--- config.mk ---
export PLATFORM = sky130hd
export DESIGN_NAME = sad_adder
export DESIGN_NICKNAME = d
export VERILOG_FILES = /design/src/hdl/sad_pkg.sv /design/src/hdl/sad_group.sv /design/src/hdl/sad_adder.sv
export VERILOG_INCLUDE_DIRS = /design/src /design/src/hdl
export SDC_FILE = /design/constraint.sdc
export NUM_CORES = 1
export LEC_CHECK = 0
export CORE_UTILIZATION = 43
export DETAILED_ROUTE_END_ITERATION = 16
export DONT_BUFFER_PORTS = 1
export HOLD_SLACK_MARGIN = 0.15
export PLACE_DENSITY = 0.57
export SLEW_MARGIN = 20
export SYNTH_ARGS = -nofsm -noshare
export SYNTH_HDL_FRONTEND = slang
export SYNTH_HIERARCHICAL = 1
export SYNTH_SLANG_ARGS = --single-unit
--- constraint.sdc ---
create_clock -name ref_clk_in -period 2.4 [get_ports ref_clk_in]
set_input_delay 0.6 -clock ref_clk_in [delete_from_list [all_inputs] [get_ports ref_clk_in]]
set_output_delay 0.6 -clock ref_clk_in [all_outputs]
set_load 0.05 [all_outputs]
--- src/hdl/sad_cfg.svh ---
`ifndef SAD_CFG_SVH
`define SAD_CFG_SVH

// =====================================================================
// adder geometry
`define SAD_W 12
`define SAD_GW 3
`define SAD_GROUPS 4
`define SAD_GROUP_IDX_W 2

// =====================================================================
// operand constants, as true values before the inverters
`define SAD_ZERO 12'h000
`define SAD_ONE 12'h001
// inverter input for a plus-one request: ones everywhere but stage 0
`define SAD_PLUS_ONE_INV 12'hffe

// =====================================================================
// reset values
`define SAD_RESULT_RST 12'h000
`define SAD_INV_RST 12'hfff

`endif

--- src/hdl/sad_pkg.sv ---
package sad_pkg;

  // ===================================================================
  // sequencer states: idle, then clear, toggle, probe in that order
  typedef enum logic [1:0] {
    st_idle,
    st_clear,
    st_toggle,
    st_probe
  } sad_state_e;

  // ===================================================================
  // adder-control commands
  typedef enum logic [3:0] {
    cmd_a_plus_one,
    cmd_a_plus_z,
    cmd_a_minus_z,
    cmd_z_plus_one,
    cmd_log_product,
    cmd_sel_compl,
    cmd_replace_add_one,
    cmd_xfer_a,
    cmd_xfer_neg_z,
    cmd_xfer_z,
    cmd_shl
  } sad_cmd_e;

  // ===================================================================
  // the two operand registers feeding the input selects
  typedef struct packed {
    logic [11:0] a;
    logic [11:0] z;
  } sad_oper_s;

  // ===================================================================
  // whole state of the adder
  typedef struct packed {
    sad_state_e fsm;
    sad_cmd_e cmd;
    sad_oper_s oper;
    logic [11:0] r_inv;
    logic [11:0] q_inv;
    logic [11:0] result;
    logic busy;
    logic done;
  } sad_state_s;

endpackage

--- src/hdl/sad_group.sv ---
`timescale 1ns/10ps

// =====================================================================
// one octal group of three adder stages
module sad_group (
  input wire logic [2:0] r_op_in,
  input wire logic [2:0] q_op_in,
  input wire logic gbi_in,
  output logic group_borrow_n_out,
  output logic group_enable_n_out,
  output logic [2:0] stage_en_out,
  output logic [2:0] probe_out
);

  logic [2:0] stage_borrow;
  logic [2:0] borrow_in;
  logic carry;

  // stage signals: borrow on both zero, enable on unlike bits
  assign stage_borrow = ~r_op_in & ~q_op_in;
  assign stage_en_out = r_op_in ^ q_op_in;

  // group outputs are active low, as the inverter logic gives them
  assign group_borrow_n_out = ~(stage_borrow[2]
    | (stage_en_out[2] & stage_borrow[1])
    | (stage_en_out[2] & stage_en_out[1] & stage_borrow[0]));
  assign group_enable_n_out = ~(&stage_en_out);

  // borrow acting on each stage: from below, or passed through enables
  always_comb begin
    carry = gbi_in;
    for (int i = 0; i < 3; i++) begin
      borrow_in[i] = carry;
      carry = stage_borrow[i] | (stage_en_out[i] & carry);
    end
  end

  // probe input drops to zero wherever a borrow acts
  assign probe_out = ~borrow_in;

endmodule // sad_group

--- src/hdl/sad_adder.sv ---
`timescale 1ns/10ps
`include "sad_cfg.svh"

// =====================================================================
module sad_adder (
  input wire logic ref_clk_in,
  input wire logic srst_in,
  input wire logic start_in,
  input wire sad_pkg::sad_cmd_e cmd_in,
  input wire sad_pkg::sad_oper_s oper_in,
  input wire logic cycle_d_phase_three_in,
  output logic [`SAD_W-1:0] result_out,
  output logic busy_out,
  output logic done_out
);

  // ===================================================================
  // declarations
  sad_pkg::sad_state_s st_reg;
  sad_pkg::sad_state_s st_next;
  logic [`SAD_W-1:0] r_val;
  logic [`SAD_W-1:0] q_val;
  logic [`SAD_W-1:0] r_op;
  logic [`SAD_W-1:0] q_op;
  logic [`SAD_W-1:0] stage_en;
  logic [`SAD_W-1:0] spi;
  logic [`SAD_GROUPS-1:0] gb_n;
  logic [`SAD_GROUPS-1:0] ge_n;
  logic gbi_c [`SAD_GROUPS];
  logic shift_hold;
  logic [`SAD_W:0] diff_c;
  logic [`SAD_W-1:0] expect_c;

  // ===================================================================
  // input selects: true operand values per command
  // a zero operand means the inverter is fed all ones
  always_comb begin
    r_val = `SAD_ZERO;
    q_val = `SAD_ZERO;
    unique case (st_reg.cmd)
      sad_pkg::cmd_a_plus_one: begin
        r_val = `SAD_ONE;
        q_val = st_reg.oper.a;
      end
      sad_pkg::cmd_a_plus_z: begin
        r_val = st_reg.oper.z;
        q_val = st_reg.oper.a;
      end
      sad_pkg::cmd_a_minus_z: begin
        r_val = ~st_reg.oper.z;
        q_val = st_reg.oper.a;
      end
      sad_pkg::cmd_z_plus_one: begin
        r_val = st_reg.oper.z;
        q_val = `SAD_ONE;
      end
      sad_pkg::cmd_log_product: begin
        q_val = st_reg.oper.z & st_reg.oper.a;
      end
      sad_pkg::cmd_sel_compl: begin
        q_val = st_reg.oper.z ^ st_reg.oper.a;
      end
      sad_pkg::cmd_replace_add_one: begin
        r_val = `SAD_ONE;
        q_val = st_reg.oper.a;
      end
      sad_pkg::cmd_xfer_a: begin
        q_val = st_reg.oper.a;
      end
      sad_pkg::cmd_xfer_neg_z: begin
        r_val = ~st_reg.oper.z;
      end
      sad_pkg::cmd_xfer_z: begin
        r_val = st_reg.oper.z;
      end
      sad_pkg::cmd_shl: begin
        // ones'-complement doubling: the top bit comes round
        q_val = {st_reg.oper.a[`SAD_W-2:0], st_reg.oper.a[`SAD_W-1]};
      end
      default: begin
        r_val = `SAD_ZERO;
        q_val = `SAD_ZERO;
      end
    endcase
  end

  // ===================================================================
  // inverter outputs give the operands seen by the stages
  assign r_op = ~st_reg.r_inv;
  assign q_op = ~st_reg.q_inv;

  // a shift waits in clear until phase three of cycle d
  assign shift_hold = (st_reg.cmd == sad_pkg::cmd_shl)
    && !cycle_d_phase_three_in;

  // ===================================================================
  // octal groups and their group borrow input circuits
  for (genvar g = 0; g < `SAD_GROUPS; g++) begin : g_grp
    sad_group u_grp (
      .r_op_in(r_op[`SAD_GW*g +: `SAD_GW]),
      .q_op_in(q_op[`SAD_GW*g +: `SAD_GW]),
      .gbi_in(gbi_c[g]),
      .group_borrow_n_out(gb_n[g]),
      .group_enable_n_out(ge_n[g]),
      .stage_en_out(stage_en[`SAD_GW*g +: `SAD_GW]),
      .probe_out(spi[`SAD_GW*g +: `SAD_GW])
    );

    // walk down from the adjacent group round to this one; the last
    // step is the end-around borrow from the group itself. reading
    // only group outputs keeps the ring free of a combinational loop.
    always_comb begin
      int idx;
      logic hold_n;
      logic group_borrow_input;
      idx = 0;
      hold_n = 1'b0;
      group_borrow_input = 1'b0;
      for (int k = 1; k <= `SAD_GROUPS; k++) begin
        idx = (g + `SAD_GROUPS - k) % `SAD_GROUPS;
        group_borrow_input = group_borrow_input | ~(gb_n[idx] | hold_n);
        hold_n = hold_n | ge_n[idx];
      end
      gbi_c[g] = group_borrow_input;
    end
  end

  // ===================================================================
  // sequencer and result register
  always_comb begin
    st_next = st_reg;
    st_next.done = 1'b0;
    unique case (st_reg.fsm)
      sad_pkg::st_idle: begin
        // requests during a busy operation are simply not looked at
        if (start_in) begin
          st_next.fsm = sad_pkg::st_clear;
          st_next.cmd = cmd_in;
          st_next.oper = oper_in;
          st_next.busy = 1'b1;
        end
      end
      sad_pkg::st_clear: begin
        st_next.result = `SAD_RESULT_RST;
        if (!shift_hold) begin
          st_next.r_inv = ~r_val;
          st_next.q_inv = ~q_val;
          st_next.fsm = sad_pkg::st_toggle;
        end
      end
      sad_pkg::st_toggle: begin
        st_next.result = st_reg.result | stage_en;
        st_next.fsm = sad_pkg::st_probe;
      end
      sad_pkg::st_probe: begin
        st_next.result = st_reg.result ^ spi;
        st_next.fsm = sad_pkg::st_idle;
        st_next.busy = 1'b0;
        st_next.done = 1'b1;
      end
    endcase
  end

  // one register for all state; the enums reset to their first member
  always_ff @(posedge ref_clk_in) begin
    if (srst_in) begin
      st_reg <= sad_pkg::sad_state_s'(0);
      st_reg.r_inv <= `SAD_INV_RST;
      st_reg.q_inv <= `SAD_INV_RST;
    end else begin
      st_reg <= st_next;
    end
  end

  // outputs straight from the state register
  assign result_out = st_reg.result;
  assign busy_out = st_reg.busy;
  assign done_out = st_reg.done;

  // ===================================================================
  // reference for checks: minuend r minus complement of q,
  // with an end-around borrow taken off the low end
  assign diff_c = {1'b0, r_op} - {1'b0, ~q_op};
  assign expect_c = diff_c[`SAD_W] ? (diff_c[`SAD_W-1:0] - `SAD_ONE)
                                   : diff_c[`SAD_W-1:0];

  // ===================================================================
  // checks
  a_start_taken: assert property (
    @(posedge ref_clk_in) disable iff (srst_in)
    (st_reg.fsm == sad_pkg::st_idle && start_in)
      |=> (st_reg.fsm == sad_pkg::st_clear && busy_out))
    else $error("start not taken into clear");

  a_clear_zero: assert property (
    @(posedge ref_clk_in) disable iff (srst_in)
    (st_reg.fsm == sad_pkg::st_clear) |=> (result_out == `SAD_ZERO))
    else $error("clear left a stage set");

  a_toggle_sets: assert property (
    @(posedge ref_clk_in) disable iff (srst_in)
    (st_reg.fsm == sad_pkg::st_toggle) |=> (result_out == $past(stage_en)))
    else $error("toggle result is not the enable pattern");

  a_probe_keeps: assert property (
    @(posedge ref_clk_in) disable iff (srst_in)
    (st_reg.fsm == sad_pkg::st_probe && !spi[0])
      |=> (result_out[0] == $past(result_out[0])))
    else $error("borrowed stage changed in probe");

  a_sum_right: assert property (
    @(posedge ref_clk_in) disable iff (srst_in)
    (st_reg.fsm == sad_pkg::st_probe) |=> (result_out == $past(expect_c)))
    else $error("probe result differs from subtractive sum");

  a_borrow_next: assert property (
    @(posedge ref_clk_in) disable iff (srst_in)
    !gb_n[0] |-> gbi_c[1])
    else $error("group borrow not seen by next group");

  a_borrow_wrap: assert property (
    @(posedge ref_clk_in) disable iff (srst_in)
    (!gb_n[3] && !ge_n[1] && !ge_n[0]) |-> (gbi_c[0] && gbi_c[1]
      && gbi_c[2]))
    else $error("end-around borrow not passed on");

  a_no_borrow: assert property (
    @(posedge ref_clk_in) disable iff (srst_in)
    (&gb_n) |-> !gbi_c[2])
    else $error("borrow input with no group borrowing");

  a_enable_low: assert property (
    @(posedge ref_clk_in) disable iff (srst_in)
    (ge_n[1] == !(&stage_en[5:3])))
    else $error("group enable polarity wrong");

  a_plus_one_inv: assert property (
    @(posedge ref_clk_in) disable iff (srst_in)
    (st_reg.fsm == sad_pkg::st_clear
      && st_reg.cmd == sad_pkg::cmd_a_plus_one)
      |=> (st_reg.r_inv == `SAD_PLUS_ONE_INV))
    else $error("plus-one inverter input wrong");

  a_shift_phase: assert property (
    @(posedge ref_clk_in) disable iff (srst_in)
    (st_reg.fsm == sad_pkg::st_clear && st_reg.cmd == sad_pkg::cmd_shl
      && !cycle_d_phase_three_in) |=> (st_reg.fsm == sad_pkg::st_clear))
    else $error("shift left clear outside phase three");

  a_shift_value: assert property (
    @(posedge ref_clk_in) disable iff (srst_in)
    (st_reg.fsm == sad_pkg::st_clear && st_reg.cmd == sad_pkg::cmd_shl
      && cycle_d_phase_three_in) |=> (q_op == {$past(st_reg.oper.a[10:0]),
      $past(st_reg.oper.a[11])}) && (r_op == `SAD_ZERO))
    else $error("shift operand is not a times two");

  a_step_order: assert property (
    @(posedge ref_clk_in) disable iff (srst_in)
    (st_reg.fsm == sad_pkg::st_toggle) |=> (st_reg.fsm == sad_pkg::st_probe)
      ##1 (st_reg.fsm == sad_pkg::st_idle && done_out && !busy_out))
    else $error("toggle and probe out of order");

  a_done_hold: assert property (
    @(posedge ref_clk_in) disable iff (srst_in)
    (done_out && !start_in) |=> (result_out == $past(result_out)))
    else $error("result moved after completion");

  // busy must mirror any step away from idle, or a start slips in
  a_busy_span: assert property (
    @(posedge ref_clk_in) disable iff (srst_in)
    ((st_reg.fsm != sad_pkg::st_idle) == busy_out))
    else $error("busy does not match the step sequence");

  // done is a single-cycle strobe even with back-to-back starts
  a_done_pulse: assert property (
    @(posedge ref_clk_in) disable iff (srst_in)
    done_out |=> !done_out)
    else $error("done held for more than one cycle");

  // the operands loaded in clear must not move under toggle and probe
  a_inv_steady: assert property (
    @(posedge ref_clk_in) disable iff (srst_in)
    (st_reg.fsm == sad_pkg::st_toggle)
      |=> ($stable(st_reg.r_inv) && $stable(st_reg.q_inv)))
    else $error("inverter inputs changed after clear");

endmodule // sad_adder

-- Word level (Yosys, flattened, before mapping)
Index checks and enable logic that the tools add are counted.
- output and inout port bits: 14
- register bits after elaboration: 68
- bits of input ports: 32
- muxes and demuxes: 9
- reduce and logical (&&, ||, !) cells: 18
- bitwise logic cells: 118
- eq/ne operators: 15
- operator list (cell ; number):
    12-bit one-hot mux with 3 select lines ; 2
    12-bit NOT ; 5
    12-bit one-hot mux with 5 select lines ; 1
    1-bit OR ; 48
    3-bit NOT ; 12
    30-bit 2-to-1 mux ; 1
    12-bit XOR ; 2
    1-bit NOT ; 21
    1-bit bitwise AND ; 20
    4-bit by 3-bit == test with 1-bit output, second input constant ; 4
    12-bit bitwise AND ; 1
    3-bit bitwise AND ; 4
    4-bit == test, second input constant ; 3
    12-bit OR ; 1
    3-bit AND reduction ; 4
    3-bit XOR ; 4
    4-bit by 2-bit == test with 1-bit output, second input constant ; 2
    2-bit one-hot mux with 4 select lines ; 1
    2-bit AND reduction ; 4
    5-bit OR reduction ; 1
    2-bit == test, second input constant ; 2
    4-bit by 1-bit == test with 1-bit output, second input constant ; 1
    4-bit logical NOT ; 1
    2-bit inequality test, second input constant ; 2
    11 further kinds ; 13

-- Logic depth before layout (Yosys ltp)
Gate-level depths: netlist of run 1.
- word-level depth: 19
- depth in mapped cells: 13
- depth with buffers taken out: 13

-- By module
The synthesis of run 1 kept the hierarchy.
- by module, submodules not included (module ; instances ; cells each ; sequential area each (sq um) ; area an instance (sq um)):
    sad_adder ; 1 ; 467 ; 1361.3 ; 3811.2
    sad_group ; 4 ; 15 ; 0.0 ; 92.6

-- Worst setup path after synthesis of run 1
No wires, ideal clock.
- kind: flip-flop to flip-flop
- from: register st_reg[36] (netlist bit)
- to: register st_reg, in the netlist result_out[11]
- library setup time: 115 ps
- data arrival time: 2089 ps
- slack: 196 ps
- period minus slack after synthesis: 2204 ps
- cell stages (with the launch flop): 14
- path buffers: 0
- path through: dfxtp_1 -> inv_1 -> inv_1 -> ha_1 -> a21o_1 -> a21oi_1 -> o21a_1 -> o21a_1 -> o21ai_0 -> a31oi_1 -> xor2_1 -> a21oi_1 -> nor2_1 -> o21a_1
- elaborated cells on any way between the ends: 20
- classes of those cells: mux: 1; bitwise: 19
- RTL lines (what ; RTL line ; RTL):
    start: declaration ; sad_adder.sv:19 ; sad_pkg::sad_state_s st_reg;
    start signal: assignment ; sad_adder.sv:167 ; st_reg <= sad_pkg::sad_state_s'(0);
    start signal: assignment ; sad_adder.sv:171 ; st_reg <= st_next;
    12-bit NOT ; sad_adder.sv:89 ; assign r_op = ~st_reg.r_inv;
    via r_op[10] ; sad_adder.sv:23 ; logic [`SAD_W-1:0] r_op;
    3-bit XOR ; sad_group.sv:21 ; assign stage_en_out = r_op_in ^ q_op_in;
    via stage_en[10] ; sad_adder.sv:25 ; logic [`SAD_W-1:0] stage_en;
    1-bit bitwise AND (2 in a row) ; sad_group.sv:26 ; | (stage_en_out[2] & stage_en_out[1] & stage_borrow[0]));
    1-bit OR ; sad_group.sv:26 ;
    1-bit NOT ; sad_group.sv:24 ; assign group_borrow_n_out = ~(stage_borrow[2]
    via gb_n[3] ; sad_adder.sv:27 ; logic [`SAD_GROUPS-1:0] gb_n;
    (+3 left out) ; -- ;
    1-bit bitwise AND ; sad_group.sv:34 ; carry = stage_borrow[i] | (stage_en_out[i] & carry);
    1-bit OR ; sad_group.sv:34 ;
    1-bit bitwise AND ; sad_group.sv:34 ;
    1-bit OR ; sad_group.sv:34 ;
    3-bit NOT ; sad_group.sv:39 ; assign probe_out = ~borrow_in;
    via spi[11] ; sad_adder.sv:26 ; logic [`SAD_W-1:0] spi;
    12-bit XOR ; sad_adder.sv:156 ; st_next.result = st_reg.result ^ spi;
    12-bit one-hot mux with 3 select lines ; sad_adder.sv:133 ; unique case (st_reg.fsm)
The timed path passes the listed nets, and every way through them passes these cells.
A chain may end at the register's enable or synchronous reset.

-- Worst setup path in the final report of run 1
- from: register st_reg[27] (netlist bit)
- to: register st_reg, in the netlist result_out[5]
- longest elaborated chain between the ends: 16
- elaborated cells on any way between the ends: 29
- classes of those cells: mux: 1; bitwise: 27; reduce/logical: 1
- RTL lines (what ; RTL line ; RTL):
    12-bit NOT (*) ; sad_adder.sv:89 ;
    via r_op[1] ; sad_adder.sv:23 ;
    3-bit XOR (*) ; sad_group.sv:21 ;
    via stage_en[1] ; sad_adder.sv:25 ;
    3-bit AND reduction ; sad_group.sv:27 ; assign group_enable_n_out = ~(&stage_en_out);
    1-bit NOT ; sad_group.sv:27 ;
    1-bit OR, on equally long branches ; sad_adder.sv:121, sad_adder.sv:122 ;
    1-bit NOT, or another cell as far along ; sad_adder.sv:121 ; group_borrow_input = group_borrow_input | ~(gb_n[idx] | hold_n);
    (+3 left out) ; -- ;
    1-bit bitwise AND (*) ; sad_group.sv:34 ;
    1-bit OR (*) ; sad_group.sv:34 ;
    1-bit bitwise AND (*) ; sad_group.sv:34 ;
    1-bit OR (*) ; sad_group.sv:34 ;
    3-bit NOT (*) ; sad_group.sv:39 ;
    via spi[5] ; sad_adder.sv:26 ;
    12-bit XOR (*) ; sad_adder.sv:156 ;
    12-bit one-hot mux with 3 select lines (*) ; sad_adder.sv:133 ;
Mark *: on every way through the listed nets, which the timed path passes. The rest lies on a longest branch.

==> results.cfg, run 1 <==
[global_routing]
antenna_found_initial = 0
grtUsageMet3_pct = 5.41
grt_pass1_wl_mm = 14.9
grt.overflow.total = 0
grt_use_met2_pct = 30.0
grt_start_max_net_pins = 69
grt_pass1_vias = 3164
grt.total_usage_pct = 18.3
grt-busiest-layer = met2
use_met1_pct = 23.3

[pwr]
peakVddDrop_v = 0.000550
power.density_nw_per_um2 = 1430
finalPower_mw = 6.59
leakagePower_nw = 1.92

[worst_setup_path]
cp-start-kind = flop
cp_max_fo = 3
cp_data_required_time_ps = 2690
critPathArrivalTime_ps = 2580
crit_type = flop to flop
worst_setup_path_end_kind = flop

[sta]
slew_viol_final = 0
rsz0062_at_grt = yes
setup_viol = 0
hold_viol = 0
fin_hold_ws_ps = 318
fin_crit_ps = 2290
fin_skew_ps = 12.3
slew_headroom_pct = 35.5
setup_tns_ps = 0
worstMarginPinSlew_ps = 965
max_freq_mhz = 436
post-route-period-util_pct = 95.5

[finish]
nFillCells = 927
antennaDiodeCount = 0
multi_input_area_um2 = 2490
regArea_um2 = 1360
syn_to_final_growth_pct = 10.6
drive_above_1_share_pct = 19.5
fin_nets = 573
fin_cells = 646
largest_register_ffs = 54
layout_common_cells = 71 x nand2_1, 66 x dfxtp_1, 57 x a21oi_1, 56 x inv_1, 28 x nor2_1
layout_commonest_cell = nand2_1

[floorplan]
start_util_pct = 44.8
core_um2 = 9330
dieArea_um2 = 10100
dieWidth_um = 101
rows = 35
pin_count = 46
chipHeight_um = 101

[detailed_routing]
vias = 3365
wire_per_inst_um = 13.8
final_antenna_net_count = 0
drc = 0
first_pass_iters = 4
post_drt_via_cell_ratio = 5.21
drt_iter0_drc = 64
totalWireLength_mm = 8.91

[synth]
syn-num-nets = 588
async_flop_share_pct = 0
yosysWarnings = 6
synth-edff-count = 0
synth.avg_cell_area_um2 = 7.93
syn-cell-area_um2 = 4180
yosysUniqueCellTypes = 44
yosys.area.top_type_share_pct = 32.6
synth_top_cell_by_area = dfxtp_1
synthCells = 527
synth_area_leaders = dfxtp_1 33%, ha_1 8.7%, a21oi_1 7.9%
ys_ff_latch = 68
yosys_most_used_dff = dfxtp_1
ys_seq_area_share_pct = 32.6

[clock_network]
hold_buffers = 0
h-tree-depth = 3
numCtsBuffers = 9
cts_tree = built
clock_path_buffers = 2
clk_latency_ps = 340
clockRootBuffer = clkbuf_8
clock-sinks = 68
path_clk_slew_ps = 90

[place]
place_inst = 625
gp_congestion = 0.827
place_hpwl_mm = 6.35
io_buffers = 0

[run]
cap_violations = 0

[worst_hold_path]
hold_path.class = primary input to flop

[run_status]
outcome = complete, no violations
## final timing paths
check | from | end | slack [ps] | depth (start not counted)
setup / recovery | st_reg[27] | result_out[5] | 110 | 13
hold / removal | srst_in | busy_out | 320 | 1
setup reg to reg | st_reg[27] | result_out[5] | 110 | 13
hold reg to reg | st_reg[27] | st_reg[27] | 450 | 2
## repair_timing
action	4_1_cts	5_1_grt
gates resized for setup	6	24
pin swaps	1	14
endpoints found under the setup margin	8	11
endpoints found under the hold margin	0	0
setup buffers	0	5
## cell families (layout without fill, tap and decap cells)
| kind of cell | count (synthesis) | after routing | synth area share, % |
|---|---|---|---|
| XOR/XNOR | 13 | 13 | 2.72 |
| buffers and inverters | 102 | 92 | 11.6 |
| adder cells (fa/ha/maj) | 29 | 29 | 8.68 |
| multiplexers | 11 | 11 | 2.66 |
| flip-flops | 68 | 68 | 32.6 |
| AO/OA/AOI/OAI | 172 | 172 | 27.8 |
| AND/OR/NAND/NOR | 132 | 132 | 14.0 |
## cell type report
cell class / instances / share of cell area, %
clock buffer: 9 / 2.68
sequential: 68 / 29.5
clock inverter: 7 / 2.27
inverter: 57 / 4.63
multi-input combinational: 357 / 53.8
tap: 129 / 3.49
timing repair buffer: 19 / 3.62
## stage by stage
stage | utilization (%) | area [µm²] | setup WS, ps
detailed placement | 45.1 | 4210 | -82.1
CTS | 47.7 | 4450 | 10.8
floorplan | - | 4180 | 196
global route | 49.6 | 4630 | -91.7
finish | 49.6 | 4630 | 108
global placement | 45.1 | 4210 | 2.10
## cell usage after synthesis (2+ instances only)
cell and number:
buf_4 13, a21oi_2 20, a221o_1 11, o21ai_2 20
mux2i_1 10, a21o_1 4, o21ai_0 4, clkbuf_1 16
nor2_1 28, o31ai_1 3, nand3_1 15, a31oi_1 6
inv_1 56, a32oi_1 3, nor2b_1 2, nand2_1 71
nor3_1 2, a21oi_1 66, ha_1 29, xor2_1 12
or3b_1 2, nand2b_1 3, buf_2 11, dfxtp_1 68
o21a_1 18, o21ai_1 13, buf_8 3, nor3b_1 2
## power breakdown
group / total (mW) / switching (mW) / leakage (nW) / internal (mW)
Combinational: 3.39 / 1.92 / 1.25 / 1.47
Clock: 1.10 / 0.494 / 0.113 / 0.603
Sequential: 2.11 / 0.608 / 0.557 / 1.50
Total: 6.59 / 3.02 / 1.92 / 3.58
## metal layers
layer	wire length (µm)	share of wire [%]
met4	98	1.1
met1	4350	49
met2	4120	46
met3	344	3.9
met5	0	0
## worst max-delay path: stages (launching register included)
cell	delay, ps
dfxtp_2	330
inv_1	40
inv_1	30
ha_1	300
a21o_1	210
a21oi_4	180
o21a_1	180
o31ai_2	70
buf_4	150
a31oi_2	180
xor2_1	210
nand2_1	90
a21oi_2	160
o21a_1	120
No activity file was read; power rests on OpenSTA's default activity.
==> run 2: changes to the inputs <==
==> constraint.sdc (replaced) <==
create_clock -name ref_clk_in -period 2.4 [get_ports ref_clk_in]
set_input_delay 0.48 -clock ref_clk_in [delete_from_list [all_inputs] [get_ports ref_clk_in]]
set_output_delay 0.48 -clock ref_clk_in [all_outputs]
set_load 0.05 [all_outputs]
==> run 2 against run 1 <==
Effect of this change:
- sequential share of layout area decreased by 0.26 points
- core utilization increased by 0.48 points
- global-route usage increased by 0.18 points
- largest power group unchanged
- via count decreased by 1.1%
- register-to-register slack got worse by 30 ps
- critical path type unchanged
- clock skew decreased by 6.0 ps
- clock-buffer cell count unchanged
- total power increased by 0.77%
- first-iteration DRC count increased by 44%
- worst setup slack got worse by 32 ps
- critical endpoint is now result_out[8]
==> results.cfg, run 2 (synthesized netlist as in run 1, its figures left out) <==
[floorplan]
core_um2 = 9330
rows = 35
start_util_pct = 44.8
dieWidth_um = 101
dieArea_um2 = 10100
pin_count = 46
chipHeight_um = 101

[worst_setup_path]
critPathTopFamily = compound AO/OA/AOI/OAI gates
timing.rr.start = st_reg[21]
cp_max_fo = 4
critPathCapture = result_out[8]
worst_setup_path_end_kind = flop
critPathArrivalTime_ps = 2570
r2r_slack_ps = 80
worst-path-buf-inv = 2
path_cells = inv_2 -> inv_2 -> ha_4 -> a21o_1 -> a21oi_4 -> o21a_1 -> o21a_1 -> o21ai_2 -> a31oi_1 -> xor2_1 -> a21oi_1 -> nor2_1 -> o21a_1
crit_top_cell = o21a_1
critPathMaxStageDelay_ps = 330
crit_type = flop to flop
cp.depth = 13
cp_data_required_time_ps = 2640
cp-start-kind = flop
r2r.worst_path.cells = 13
critPathSlowestCell = dfxtp_2
startpoint = st_reg[21]
r2r-end = result_out[8]

[sta]
rsz0062_at_grt = yes
fin_crit_ps = 2320
setup_ws_ps = 76.4
hold_viol = 0
post-route-period-util_pct = 96.8
slew_viol_final = 0
fin_skew_ps = 6.23
worstMarginPinSlew_ps = 892
slew_headroom_pct = 40.3
max_freq_mhz = 430
setup_tns_ps = 0
setup_viol = 0

[finish]
final_core_util_pct = 50.1
layout_commonest_cell = nand2_1
drive_above_1_share_pct = 20.8
layout_common_cells = 71 x nand2_1, 65 x dfxtp_1, 60 x a21oi_1, 52 x inv_1, 28 x nor2_1
design_area_um2 = 4670
largest_register_ffs = 54
syn_to_final_growth_pct = 11.7
antennaDiodeCount = 0
fin_cells = 653
fin_nets = 580

[detailed_routing]
vias = 3329
drt_iter0_drc = 92
totalWireLength_mm = 8.80
post_drt_via_cell_ratio = 5.10
drc = 0
wire_per_inst_um = 13.5
final_antenna_net_count = 0
first_pass_iters = 4

[clock_network]
path_clk_slew_ps = 80
numCtsBuffers = 9
clock_path_buffers = 2
cts_tree = built
clockRootBuffer = clkbuf_8
h-tree-depth = 3
clk_latency_ps = 340
clock-sinks = 68

[global_routing]
grt-busiest-layer = met2
grt.overflow.total = 0
use_met1_pct = 25.4
grtUsageMet3_pct = 4.44
grt_use_met2_pct = 27.9
grt_pass1_wl_mm = 15.0
antenna_found_initial = 0
grt_pass1_vias = 3059
grt.total_usage_pct = 18.4
grt_start_max_net_pins = 69

[place]
place_inst = 629
dpl-instance-area_um2 = 4250
place_hpwl_mm = 6.39
pre_cts_ws_ps = -129
io_buffers = 0
gp_congestion = 0.835

[worst_hold_path]
hold_path.class = primary input to flop

[run_status]
outcome = complete, no violations

[pwr]
leakagePower_nw = 1.95
peakVddDrop_v = 0.000432
power.density_nw_per_um2 = 1420

[run]
cap_violations = 0
[run 2: changes by cell type in the layout (fill, tap and decap cells not counted), sizes merged]
cell	previous run	this run
clkinv	0	2
buf	19	26
inv	61	57
bufinv	2	3
clkinvlp	1	2
[run 2: final cells by class]
type                    count  area (µm²)
well taps                 129         161
inverters                  57         214
flip-flops and latches     68        1370
fillers                   943        4660
repair buffers             26         233
clock buffers               9         124
multi-input cells         357        2460
clock inverters             7         115
[run 2: stage by stage]
step	hold WS, ps	total power, mW
after floorplan	442	4.48
after global placement	442	5.00
after detailed placement	444	5.08
after CTS	182	6.29
after global routing	175	7.21
final	198	6.65
[run 2: worst reg2reg max path, stage by stage (launching register included)]
cell,delay (ps)
dfxtp_2,330
inv_2,50
inv_2,40
ha_4,270
a21o_1,170
a21oi_4,80
o21a_1,210
o21a_1,200
o21ai_2,190
a31oi_1,110
xor2_1,180
a21oi_1,130
nor2_1,60
o21a_1,190
[run 2: worst min-delay path by stage]
stage                       endpoint  startpoint  cells after the start  slack (ps)
after floorplan           st_reg[17]  st_reg[17]                      2         440
after global placement    st_reg[37]  st_reg[37]                      2         440
after detailed placement  st_reg[20]  st_reg[20]                      2         440
after CTS                   done_out     srst_in                      1         180
after global routing        done_out     srst_in                      1         180
final                       done_out     srst_in                      1         200
[run 2: metal layers]
metal	share of wire (%)	wire length, µm	vias up
met3	3.3	287	9
met4	1.2	108	0
met5	0	0	-
met1	51	4520	1498
met2	44	3880	52
li1	-	-	1770
[run 2: power by group]
group          internal [mW]  switching (mW)
combinational           1.53            1.90
sequential              1.50           0.554
clock                  0.687           0.467
[run 2: what timing repair did]
action / in CTS / in global routing
buffers inserted: 0 / 8
resized for setup: 4 / 25
pin swaps: 0 / 23
cloned: 0 / 0
setup endpoints to repair: 5 / 11
hold buffers: 0 / 0
==> run 3: changes to the inputs <==
--- a/config.mk
+++ b/config.mk
@@ -7,10 +7,11 @@
 export NUM_CORES = 1
 export LEC_CHECK = 0
 export CORE_UTILIZATION = 43
+export CTS_BUF_LIST = sky130_fd_sc_hd__clkbuf_8
 export DETAILED_ROUTE_END_ITERATION = 16
 export DONT_BUFFER_PORTS = 1
 export HOLD_SLACK_MARGIN = 0.15
-export PLACE_DENSITY = 0.57
+export PLACE_DENSITY = 0.6
 export SLEW_MARGIN = 20
 export SYNTH_ARGS = -nofsm -noshare
 export SYNTH_HDL_FRONTEND = slang
==> run 3 against run 2 <==
Effect of this change:
- worst setup slack got worse by 8.2 ps
- total power up 4.5%
- non-clock buffer count is 9 lower
- cell count is 1.4% lower
- via count shrank 0.99%
- clock power is 19% higher
- first-iteration DRC count up 12%
- critical path type unchanged
==> results.cfg, run 3 (synthesized netlist as in run 1, its figures left out) <==
[worst_setup_path]
cp-start-kind = flop
critPathSlowestCell = dfxtp_2
worst-path-buf-inv = 2
critPathMaxStageDelay_ps = 330
cp_max_fo = 4
worst_setup_path_end_kind = flop
path_cells = inv_2 -> inv_2 -> ha_4 -> a21o_1 -> a21oi_4 -> o21a_1 -> o21a_1 -> o21ai_2 -> a31oi_1 -> xor2_1 -> a21oi_1 -> nor2_1 -> o21a_1
r2r-end = result_out[8]
crit_type = flop to flop
r2r_slack_ps = 70
r2r.worst_path.cells = 13
crit_top_cell = o21a_1
critPathArrivalTime_ps = 2580
critPathTopFamily = compound AO/OA/AOI/OAI gates
cp_data_required_time_ps = 2650
timing.rr.start = st_reg[33]

[sta]
max_freq_mhz = 429
post-route-period-util_pct = 97.2
worstMarginPinSlew_ps = 999
setup_viol = 0
hold_viol = 0
slew_headroom_pct = 33.1
setup_ws_ps = 68.2
rsz0062_at_grt = yes
fin_crit_ps = 2330
slew_viol_final = 0
fin_skew_ps = 6.69

[pwr]
leakagePower_nw = 1.92
peakVddDrop_v = 0.000626
power.density_nw_per_um2 = 1470

[floorplan]
start_util_pct = 44.8
rows = 35
chipHeight_um = 101
pin_count = 46
core_um2 = 9330
dieWidth_um = 101
dieArea_um2 = 10100

[detailed_routing]
wire_per_inst_um = 14.0
post_drt_via_cell_ratio = 5.12
first_pass_iters = 4
vias = 3296
final_antenna_net_count = 0
totalWireLength_mm = 9.00
drt_iter0_drc = 103
drc = 0

[clock_network]
h-tree-depth = 3
cts_tree = built
clock-sinks = 68
path_clk_slew_ps = 80
numCtsBuffers = 9
clock_path_buffers = 2
clockRootBuffer = clkbuf_8
hold_buffers = 0
clk_latency_ps = 340

[worst_hold_path]
hold_start = srst_in
hold-path-endpoint = done_out
whs_path_depth = 1
hold_path.class = primary input to flop

[global_routing]
use_met1_pct = 25.3
grtUsageMet3_pct = 3.26
grt.total_usage_pct = 18.1
grt.overflow.total = 0
grt-busiest-layer = met2
antenna_found_initial = 0
grt_pass1_wl_mm = 14.5
grt_use_met2_pct = 27.3
grt_pass1_vias = 2992
grt_start_max_net_pins = 69

[finish]
layout_commonest_cell = nand2_1
fin_nets = 571
fin_cells = 644
syn_to_final_growth_pct = 12.8
largest_register_ffs = 54
layout_common_cells = 71 x nand2_1, 61 x dfxtp_1, 58 x a21oi_1, 51 x inv_1, 28 x nor2_1
antennaDiodeCount = 0
drive_above_1_share_pct = 21.9

[place]
pre_cts_ws_ps = -97.3
gp_congestion = 0.861
place_hpwl_mm = 6.07
place_inst = 624
io_buffers = 0

[run]
cap_violations = 0

[run_status]
outcome = complete, no violations
==> run 3: cell types whose count changed in the layout (fill, tap and decap cells not counted), sizes merged <==
cell | before | now
bufinv | 3 | 5
clkinvlp | 2 | 1
buf | 26 | 17
clkinv | 2 | 1
==> run 3: worst reg2reg max path, delay by kind of cell, from the launching register on <==
family | cells | cell delay [ps]
AOI/OAI and AO/OA | 8 | 1290
DFF | 1 | 330
adders and majority gates | 1 | 280
xor gates and xnor gates | 1 | 200
buffers and inverters | 2 | 90
and+or+nand+nor | 1 | 60
==> run 3: final cells by class <==
| cell class | instances | area, µm² |
|---|---|---|
| clock buffers | 9 | 124 |
| flip-flops and latches | 68 | 1370 |
| repair buffers | 17 | 144 |
| multi-input cells | 357 | 2540 |
| fillers | 910 | 4610 |
| inverters | 57 | 214 |
| clock inverters | 7 | 163 |
| well taps | 129 | 161 |
==> run 3: through the flow <==
step | total power, mW | utilization, % | TNS (ps) | instance area [µm²] | hold slack (ps)
after floorplan | 4.48 | - | 0 | 4180 | 442
after global placement | 4.88 | 44.9 | -100 | 4190 | 440
after detailed placement | 4.95 | 44.9 | -256 | 4190 | 445
after CTS | 6.38 | 48.1 | 0 | 4490 | 173
after global routing | 7.46 | 50.6 | -213 | 4720 | 177
final | 6.94 | 50.6 | 0 | 4720 | 199
==> run 3: how the worst max path moves through the flow <==
stage,from,end,cells after the start
2_1_floorplan,st_reg[36],result_out[11],13
3_3_place_gp,st_reg[30],result_out[2],13
3_5_place_dp,st_reg[21],result_out[8],13
4_1_cts,st_reg[21],result_out[8],13
5_1_grt,st_reg[33],result_out[8],13
6_report,st_reg[33],result_out[8],13
==> run 3: report_power, final <==
part           switching [mW]  total (mW)  internal (mW)
Combinational            1.99        3.50           1.51
Clock                   0.473        1.37          0.899
Sequential              0.560        2.07           1.51
Total                    3.02        6.94           3.92
==> run 3: per-layer routing <==
layer / routed length, µm / vias up / share of wire [%]
met5: 0 / - / 0
met4: 149 / 0 / 1.7
met3: 305 / 11 / 3.4
met2: 4100 / 50 / 45
met1: 4450 / 1487 / 49
li1: - / 1748 / -
==> run 3: what timing repair did <==
action / in CTS / in global routing
pin swaps: 0 / 21
resized for setup: 5 / 40
setup endpoints to repair: 8 / 11
gates cloned: 0 / 0
setup buffers: 0 / 4
